File: config.mk
export PLATFORM = sky130hd
export DESIGN_NAME = rol_reset_latches
export DESIGN_NICKNAME = d
export VERILOG_FILES = /design/src/hdl/rol_reset_latches.v
export VERILOG_INCLUDE_DIRS = /design/src /design/src/include
export SDC_FILE = /design/constraint.sdc
export NUM_CORES = 1
export LEC_CHECK = 0
export ABC_AREA = 1
export BUFFER_PORTS_ARGS = -buffer_cell sky130_fd_sc_hd__clkbuf_2
export CORE_MARGIN = 3
export CORE_UTILIZATION = 40
export DETAILED_ROUTE_END_ITERATION = 10
export GPL_ROUTABILITY_DRIVEN = 1
export PLACE_DENSITY_LB_ADDON = 0.3
export SYNTH_ARGS = -nofsm -noshare
export SYNTH_HDL_FRONTEND = slang
export SYNTH_SLANG_ARGS = --single-unit
File: constraint.sdc
create_clock -name clk_sys_i -period 2.6 [get_ports clk_sys_i]
set_input_delay 0.26 -clock clk_sys_i [delete_from_list [all_inputs] [get_ports clk_sys_i]]
set_output_delay 0.26 -clock clk_sys_i [all_outputs]
set_load 0.02 [all_outputs]
File: src/include/rol_defines.vh
// Constants for the reset and enable latch block
`ifndef ROL_DEFINES_VH
`define ROL_DEFINES_VH

// Register byte offsets
`define ROL_CTRL_OFS      4'h0
`define ROL_STATUS_OFS    4'h4
`define ROL_LATCH_OFS     4'h8

// Control field positions
`define ROL_CTRL_SRST     0
`define ROL_CTRL_FOFF     1

// Status field positions
`define ROL_ST_READY      16
`define ROL_ST_PINRST     17
`define ROL_ST_CKSEL      18
`define ROL_ST_SRST       19

// Reset values
`define ROL_DRV_RST       8'h00
`define ROL_BIST_RST      8'hFF
`define ROL_CTRL_RST      2'h0

// Cycles counted in the settle state before the run state, kept below 16
`define ROL_SETTLE_CYC    4'h8

`endif

File: src/hdl/rol_reset_latches.v
// Device reset handling with driver and self-test enable latches
`timescale 1ns/10ps
`include "rol_defines.vh"

//
// Overview of operation
// - Reset sampled low returns sequencer, driver latch and closed self-test latch home
// - Outputs settle within fewer than sixteen cycles
// - Driver latch transparent while its strobe high
// - Enable bit high drives, low powers down
// - Driver latch holds bus at strobe fall
// - Reset clears driver latch, drivers all off
// - Self-test latch transparent; low bit selects test
// - Self-test latch holds bus at strobe fall
// - Reset with latch closed disables all self-test
// - Both latches follow shared bus independently
// - Clock choice low selects reference capture clock
//

module rol_reset_latches (
    input  wire        clk_sys_i,               // System clock, 125 MHz
    input  wire        reset_n_i,               // Asynchronous reset, active low
    input  wire        chip_reset_low_i,        // Device reset pin, active low
    input  wire        driver_latch_strobe_i,   // Driver latch strobe pin
    input  wire        selftest_latch_strobe_i, // Self-test latch strobe pin
    input  wire [7:0]  shared_enable_bus_i,     // Shared enable bus pins
    input  wire        input_clock_choice_i,    // Input clock choice pin
    input  wire [3:0]  avs_address_i,           // Avalon byte address
    input  wire        avs_read_i,              // Avalon read
    input  wire        avs_write_i,             // Avalon write
    input  wire [31:0] avs_writedata_i,         // Avalon write data
    input  wire [3:0]  avs_byteenable_i,        // Avalon byte enables
    output wire [31:0] avs_readdata_o,          // Avalon read data
    output wire        avs_waitrequest_o,       // Avalon wait request
    output wire [7:0]  serial_line_driver_o,    // Driver enables, high = on
    output wire [3:0]  selftest_run_o,          // Per channel, high = test
    output wire        ref_capture_clk_o,       // High = reference clocks input
    output wire        outputs_ready_o          // Outputs settled
);

    //**********************************************************
    // State encodings
    //**********************************************************
    localparam [2:0] ST_RESET  = 3'h1;          // Device held in reset
    localparam [2:0] ST_SETTLE = 3'h2;          // Counting to settled
    localparam [2:0] ST_RUN    = 3'h4;          // Normal operation

    //**********************************************************
    // Declarations
    //**********************************************************
    reg  [11:0] sync1_r;                        // First synchroniser stage
    reg  [11:0] sync2_r;                        // Second synchroniser stage
    reg  [2:0]  state_r;                        // Sequencer state
    reg  [2:0]  state_nxt;                      // Sequencer next state
    reg  [3:0]  settle_r;                       // Settle counter
    reg  [3:0]  settle_nxt;                     // Settle counter next
    reg  [7:0]  drv_latch_r;                    // Driver enable latch
    reg  [7:0]  bist_latch_r;                   // Self-test enable latch
    reg  [7:0]  drv_out_r;                      // Registered driver enables
    reg  [3:0]  bist_out_r;                     // Registered test selects
    reg         cksel_r;                        // Registered clock choice
    reg         ready_r;                        // Registered settled flag
    reg  [1:0]  ctrl_r;                         // Control register
    reg  [31:0] rdata_r;                        // Read data register
    reg  [31:0] rdata_nxt;                      // Read data next
    reg         wait_r;                         // Wait request register
    wire        pin_rst_n;                      // Synced reset pin
    wire        drv_stb;                        // Synced driver strobe
    wire        bist_stb;                       // Synced self-test strobe
    wire [7:0]  bus_s;                          // Synced enable bus
    wire        ck_choice;                      // Synced clock choice
    wire        dev_rst;                        // Pin or soft reset
    wire        bus_req;                        // Bus request present
    wire        bus_done;                       // Access completes now
    wire        ctrl_wr;                        // Control write strobe
    wire [3:0]  bist_ch;                        // Test select per channel

    //**********************************************************
    // Pin synchronisers
    //**********************************************************
    // Every pin is asynchronous; two stages before any use.
    // Bus and strobes share the same delay, so the value seen
    // with the strobe still high is the one held at its fall.
    // Reset shows strobes closed and the reset pin active, so no
    // latch opens on a stale value before the real pins are seen.
    always @(posedge clk_sys_i or negedge reset_n_i) begin
        if (!reset_n_i) begin
            sync1_r <= 12'h8FF;
            sync2_r <= 12'h8FF;
        end else begin
            sync1_r <= {input_clock_choice_i, chip_reset_low_i,
                        selftest_latch_strobe_i, driver_latch_strobe_i,
                        shared_enable_bus_i};
            sync2_r <= sync1_r;
        end
    end

    assign bus_s     = sync2_r[7:0];
    assign drv_stb   = sync2_r[8];
    assign bist_stb  = sync2_r[9];
    assign pin_rst_n = sync2_r[10];
    assign ck_choice = sync2_r[11];

    // Soft reset from software acts like the pin
    assign dev_rst = ~pin_rst_n | ctrl_r[`ROL_CTRL_SRST];

    //**********************************************************
    // Reset sequencer
    //**********************************************************
    // Holds home while reset is seen, then counts a fixed
    // number of cycles before outputs are declared settled.
    always @* begin
        state_nxt  = state_r;
        settle_nxt = settle_r;
        if (dev_rst) begin
            // Reset seen at this edge: go home
            state_nxt  = ST_RESET;
            settle_nxt = 4'h0;
        end else begin
            case (state_r)
                ST_RESET: begin
                    state_nxt  = ST_SETTLE;
                    settle_nxt = 4'h0;
                end
                ST_SETTLE: begin
                    // Settle time well below sixteen cycles
                    if (settle_r == `ROL_SETTLE_CYC - 4'h1) begin
                        state_nxt = ST_RUN;
                    end else begin
                        settle_nxt = settle_r + 4'h1;
                    end
                end
                ST_RUN: begin
                    state_nxt = ST_RUN;
                end
                default: begin
                    // Illegal code recovers through reset
                    state_nxt  = ST_RESET;
                    settle_nxt = 4'h0;
                end
            endcase
        end
    end

    // Sequencer registers
    always @(posedge clk_sys_i or negedge reset_n_i) begin
        if (!reset_n_i) begin
            state_r  <= ST_RESET;
            settle_r <= 4'h0;
        end else begin
            state_r  <= state_nxt;
            settle_r <= settle_nxt;
        end
    end

    //**********************************************************
    // Driver enable latch
    //**********************************************************
    // Reset wins over the strobe: drivers must stay off.
    always @(posedge clk_sys_i or negedge reset_n_i) begin
        if (!reset_n_i) begin
            drv_latch_r <= `ROL_DRV_RST;
        end else if (dev_rst) begin
            drv_latch_r <= `ROL_DRV_RST;
        end else if (drv_stb) begin
            // Open: follow the bus
            drv_latch_r <= bus_s;
        end else begin
            // Closed: hold the value from the strobe fall
            drv_latch_r <= drv_latch_r;
        end
    end

    //**********************************************************
    // Self-test enable latch
    //**********************************************************
    // Reset only clears it when closed; an open latch keeps
    // following the bus even through a reset.
    always @(posedge clk_sys_i or negedge reset_n_i) begin
        if (!reset_n_i) begin
            bist_latch_r <= `ROL_BIST_RST;
        end else if (bist_stb) begin
            // Open: follow the bus
            bist_latch_r <= bus_s;
        end else if (dev_rst) begin
            // All ones means normal data everywhere
            bist_latch_r <= `ROL_BIST_RST;
        end else begin
            // Closed: hold the value from the strobe fall
            bist_latch_r <= bist_latch_r;
        end
    end

    //**********************************************************
    // Channel mapping
    //**********************************************************
    // Even bit of each pair selects the channel generator;
    // low means run the test sequence.
    genvar gi;
    generate
        for (gi = 0; gi < 4; gi = gi + 1) begin : g_ch
            assign bist_ch[gi] = ~bist_latch_r[2 * gi];
        end
    endgenerate

    //**********************************************************
    // Registered outputs
    //**********************************************************
    // Drivers stay off until settled so nothing random leaves
    // the pins; costs one cycle of latency on each change.
    always @(posedge clk_sys_i or negedge reset_n_i) begin
        if (!reset_n_i) begin
            drv_out_r  <= `ROL_DRV_RST;
            bist_out_r <= 4'h0;
            cksel_r    <= 1'b0;
            ready_r    <= 1'b0;
        end else begin
            if ((state_r == ST_RUN) && !ctrl_r[`ROL_CTRL_FOFF]) begin
                // Bit high drives its line, low powers down
                drv_out_r <= drv_latch_r;
            end else begin
                drv_out_r <= `ROL_DRV_RST;
            end
            bist_out_r <= bist_ch;
            // Choice low: reference clock captures input data
            cksel_r    <= ~ck_choice;
            ready_r    <= (state_r == ST_RUN);
        end
    end

    assign serial_line_driver_o = drv_out_r;
    assign selftest_run_o       = bist_out_r;
    assign ref_capture_clk_o    = cksel_r;
    assign outputs_ready_o      = ready_r;

    //**********************************************************
    // Avalon slave
    //**********************************************************
    // Fixed one wait cycle: the request is registered first,
    // then waitrequest drops for exactly one cycle.
    assign bus_req  = avs_read_i | avs_write_i;
    assign bus_done = bus_req & ~wait_r;
    assign ctrl_wr  = avs_write_i & bus_done &
                      (avs_address_i == `ROL_CTRL_OFS) &
                      avs_byteenable_i[0];

    // Wait request generator
    always @(posedge clk_sys_i or negedge reset_n_i) begin
        if (!reset_n_i) begin
            wait_r <= 1'b1;
        end else begin
            wait_r <= ~(bus_req & wait_r);
        end
    end

    // Control register, written in byte lane zero only
    always @(posedge clk_sys_i or negedge reset_n_i) begin
        if (!reset_n_i) begin
            ctrl_r <= `ROL_CTRL_RST;
        end else if (ctrl_wr) begin
            ctrl_r <= avs_writedata_i[1:0];
        end
    end

    // Read data selection; unmapped addresses read zero
    always @* begin
        rdata_nxt = 32'h0;
        case (avs_address_i)
            `ROL_CTRL_OFS: begin
                rdata_nxt[1:0] = ctrl_r;
            end
            `ROL_STATUS_OFS: begin
                rdata_nxt[7:0]            = drv_out_r;
                rdata_nxt[11:8]           = bist_out_r;
                rdata_nxt[`ROL_ST_READY]  = ready_r;
                rdata_nxt[`ROL_ST_PINRST] = ~pin_rst_n;
                rdata_nxt[`ROL_ST_CKSEL]  = cksel_r;
                rdata_nxt[`ROL_ST_SRST]   = ctrl_r[`ROL_CTRL_SRST];
            end
            `ROL_LATCH_OFS: begin
                rdata_nxt[7:0]  = drv_latch_r;
                rdata_nxt[15:8] = bist_latch_r;
            end
            default: begin
                rdata_nxt = 32'h0;
            end
        endcase
    end

    // Read data captured in the wait cycle, stands at done
    always @(posedge clk_sys_i or negedge reset_n_i) begin
        if (!reset_n_i) begin
            rdata_r <= 32'h0;
        end else if (avs_read_i & wait_r) begin
            rdata_r <= rdata_nxt;
        end
    end

    assign avs_readdata_o    = rdata_r;
    assign avs_waitrequest_o = wait_r;

endmodule // rol_reset_latches

==> summary.md <==
| Metric | Value |
|---|---|
| First-pass GRT wire length | 9740 um |
| Clock sinks | 84 |
| Vias in the first global route | 2,128 |
| Row count | 32 |
| Fin crit share | 60.7% |
| RSZ-0062 raised after global routing | no |
| Static leakage | 1.90 nW |
| Drt drc | 0 |
| Register area | 0.00214 mm^2 |
| Crit path max-delay family | flip-flops |
| Switching Share | 26.9% |
| Post-Synth Simple-Gate Area | 19.3% |
| Clock Power Share | 31.7% |
| Max VDD drop | 0.000250 V |
| Mux cell area share after synthesis | 0% |
| Routed Antenna Nets | 0 |
| Final nets | 439 |
| CP max stage delay | 0.55 ns |
| CTS Buf Count | 9 |
| Fin crit period | 1.58 ns |
| Fillcell total | 769 |
| Pre-antenna DRT Iters | 4 |
| Most frequent cells in the layout | dfrtp_1 (56), clkbuf_2 (56), nor2_1 (47) |
| Pin count of the biggest net entering global routing | 79 |
| Critical Path End Type | flop |
| Syn avg cell area | 10.3 um^2 |
| Wire per inst | 11.9 um |
| CTS resizes | 0 |
| CTS tree | done |
| DR vias | 2,256 |
| Final setup fails | 0 |
| Share of cells above drive strength 1 | 29.5% |
| CP Cell Sequence | nand2_1, inv_2, nor2_1, a31oi_1 |
| CP startpoint kind | flop |
| Slowest cell on the critical path | dfstp_2 |
| Reg power frac | 56.9% |
| Slew Limit Fails | 0 |
| Post-route non-filler standard cell count | 489 |
| Clock Pin Slew Worst Setup and Hold Paths | 0.08 ns |
| Yosys warnings | 0 |
| Synth Area in Compound Gates | 5.86% |
| Critical path class | reg2reg |
| # IOs | 103 |
| Total Routing Usage GR | 13.7% |
| Final hold violation count | 0 |
| Total design power | 0.00256 W |
| Worst-margin pin slew | 0.919 ns |
| Placed Cells | 464 |
| Main combinational cell family by area after synthesis | simple AND/OR/NAND/NOR gates |
| GPL Wtd Cong | 0.759 |
| Max_slew headroom | 38.7% |
| Initial DRC count | 126 |
| GR Overflow Total | 0 |
| Number of vias per cell | 4.61 |
| Logic gate share of total power | 11.4% |
| Input/output buffers | 57 |
| Footprint of the multi-input gates | 883 um^2 |
| Die Y-Extent | 96.1 um |
| Req. time, crit path | 2.86 ns |
| Setup TNS | 0 ns |
| H-Tree Depth | 3 |
| Synthesized cell area | 0.00325 mm^2 |
| Max_cap viols | 0 |
| Clock Skew | 0.0114 ns |
| Seq/Total Area, Yosys | 65.8% |
| Post-DP HPWL | 4290 um |
| Finished Core Util | 49.1% |
| Status | finished, final reports clean |
| CORE AREA | 0.00781 mm^2 |
| Drt total wl | 5830 um |
| Clk Latency, worst-skew pair | 0.34 ns |
| Hold crit path type | in2reg |
| Synth Area in Adders | 0.385% |
| Crit path buffers/inverters | 1 |
| DIE AREA | 0.00924 mm^2 |
| Internal | 0.00187 W |
| CP Max Fanout | 28 |
| Switching power | 0.000690 W |
| Arr. time, crit path | 1.84 ns |
| Synth Instances | 314 |
| Die W | 96.1 um |
| Synth cell types | 28 |
| Post-synthesis register bit count | 84 |
| Root buf cell | clkbuf_8 |
| Initial antenna violation count | 0 |
| Area Growth Syn to Fin | 18.1% |
| Fmax | 634 MHz |
| Pwr dens | 669 mW/mm^2 |
| Starting Density | 41.6% |
| Synth Area in XOR/XNOR | 0.270% |
| N_diodes | 0 |
| Clk buf depth | 2 |
-- layer usage --
metal / share of wire, % / global-route usage (%) / vias up
met4: 1.8 / 6.40 / 0
li1: - / - / 1123
met5: 0 / 0 / -
met1: 46 / 18.2 / 1065
met3: 4.4 / 2.89 / 9
met2: 48 / 21.4 / 59
-- worst reg2reg max path: stages (launching register included) --
cell     delay (ns)
dfstp_2        0.55
nand2_1        0.27
inv_2          0.44
nor2_1         0.08
a31oi_1        0.15
-- kinds of logic (layout without fill, tap and decap cells) --
family	after synthesis	in the layout
xor+xnor	1	1
compound gates	34	34
simple gates	140	140
buf+inv	53	115
flops	84	84
fa+ha+maj	1	1
other cells	1	12
-- state kept, by name, indices dropped and copies added, names as in the netlist --
| signal | cells |
|---|---|
| ref_capture_clk_o | 1 |
| state_r | 3 |
| sync2_r | 12 |
| avs_waitrequest_o | 1 |
| sync1_r | 12 |
| avs_readdata_o | 20 |
| serial_line_driver_o | 8 |
| outputs_ready_o | 1 |
| drv_latch_r | 8 |
| settle_r | 4 |
| bist_latch_r | 8 |
| selftest_run_o | 4 |
| ctrl_r | 2 |
-- per-stage QoR --
step	worst slack [ns]	cell area, um^2	hold WS (ns)
after global routing	0.833	3830	0.000692
after CTS	1.00	3830	0.00205
after floorplan	1.34	3290	-0.0356
after detailed placement	1.02	3570	0.337
after global placement	1.04	3570	0.335
final	1.02	3830	0.0241
-- synth_stat cells, drive strengths merged --
master  number  area share, %
a21oi       15            2.3
a22oi        1           0.23
a31oi       10            1.9
buf         20            4.4
clkbuf       2           0.27
conb         1           0.12
dfrtp       56             43
dfstp       28             23
ha           1           0.39
inv         31            3.6
nand2       42            5.0
nand2b       1           0.19
nand3       39            6.2
nand3b       2           0.46
nand4        3           0.58
nor2        52            6.7
nor4         1           0.19
o21ai        6           0.92
o31ai        2           0.46
xor2         1           0.27
-- power by group through the flow --
stage | Combinational (W) | Clock [W] | Sequential (W)
detailed placement | 0.000288 | 0 | 0.00148
global placement | 0.000284 | 0 | 0.00148
global route | 0.000331 | 0.000910 | 0.00147
CTS | 0.000299 | 0.000852 | 0.00146
floorplan | 0.000149 | 0 | 0.00152
finish | 0.000293 | 0.000813 | 0.00146
-- path summary, 6_finish.rpt --
kind	cells after the start	end	startpoint	slack, ns
worst max-delay path	4	avs_readdata_o[8]	avs_waitrequest_o	1.02
worst min-delay path	1	sync1_r[10]	chip_reset_low_i	0.02
worst max register to register	4	avs_readdata_o[8]	avs_waitrequest_o	1.02
worst min register to register	0	sync2_r[10]	sync1_r[10]	0.36
max in group asynchronous	2	sync1_r[0]	reset_n_i	1.79
min in group asynchronous	1	ref_capture_clk_o	reset_n_i	0.04
-- area by class of cell --
cell class	instances	share of cell area (%)
tap	102	3.33
clock buffer	11	3.69
inverter	31	3.03
clock inverter	5	0.946
multi-input combinational	188	23.0
timing repair buffer	68	10.2
sequential	84	55.7
-- timing repair --
item / 4_1_cts / 5_1_grt
hold buffers: 9 / 0
buffers inserted: 0 / 0
endpoints found under the hold margin: 9 / 0
(Power assumes the default switching activity.)
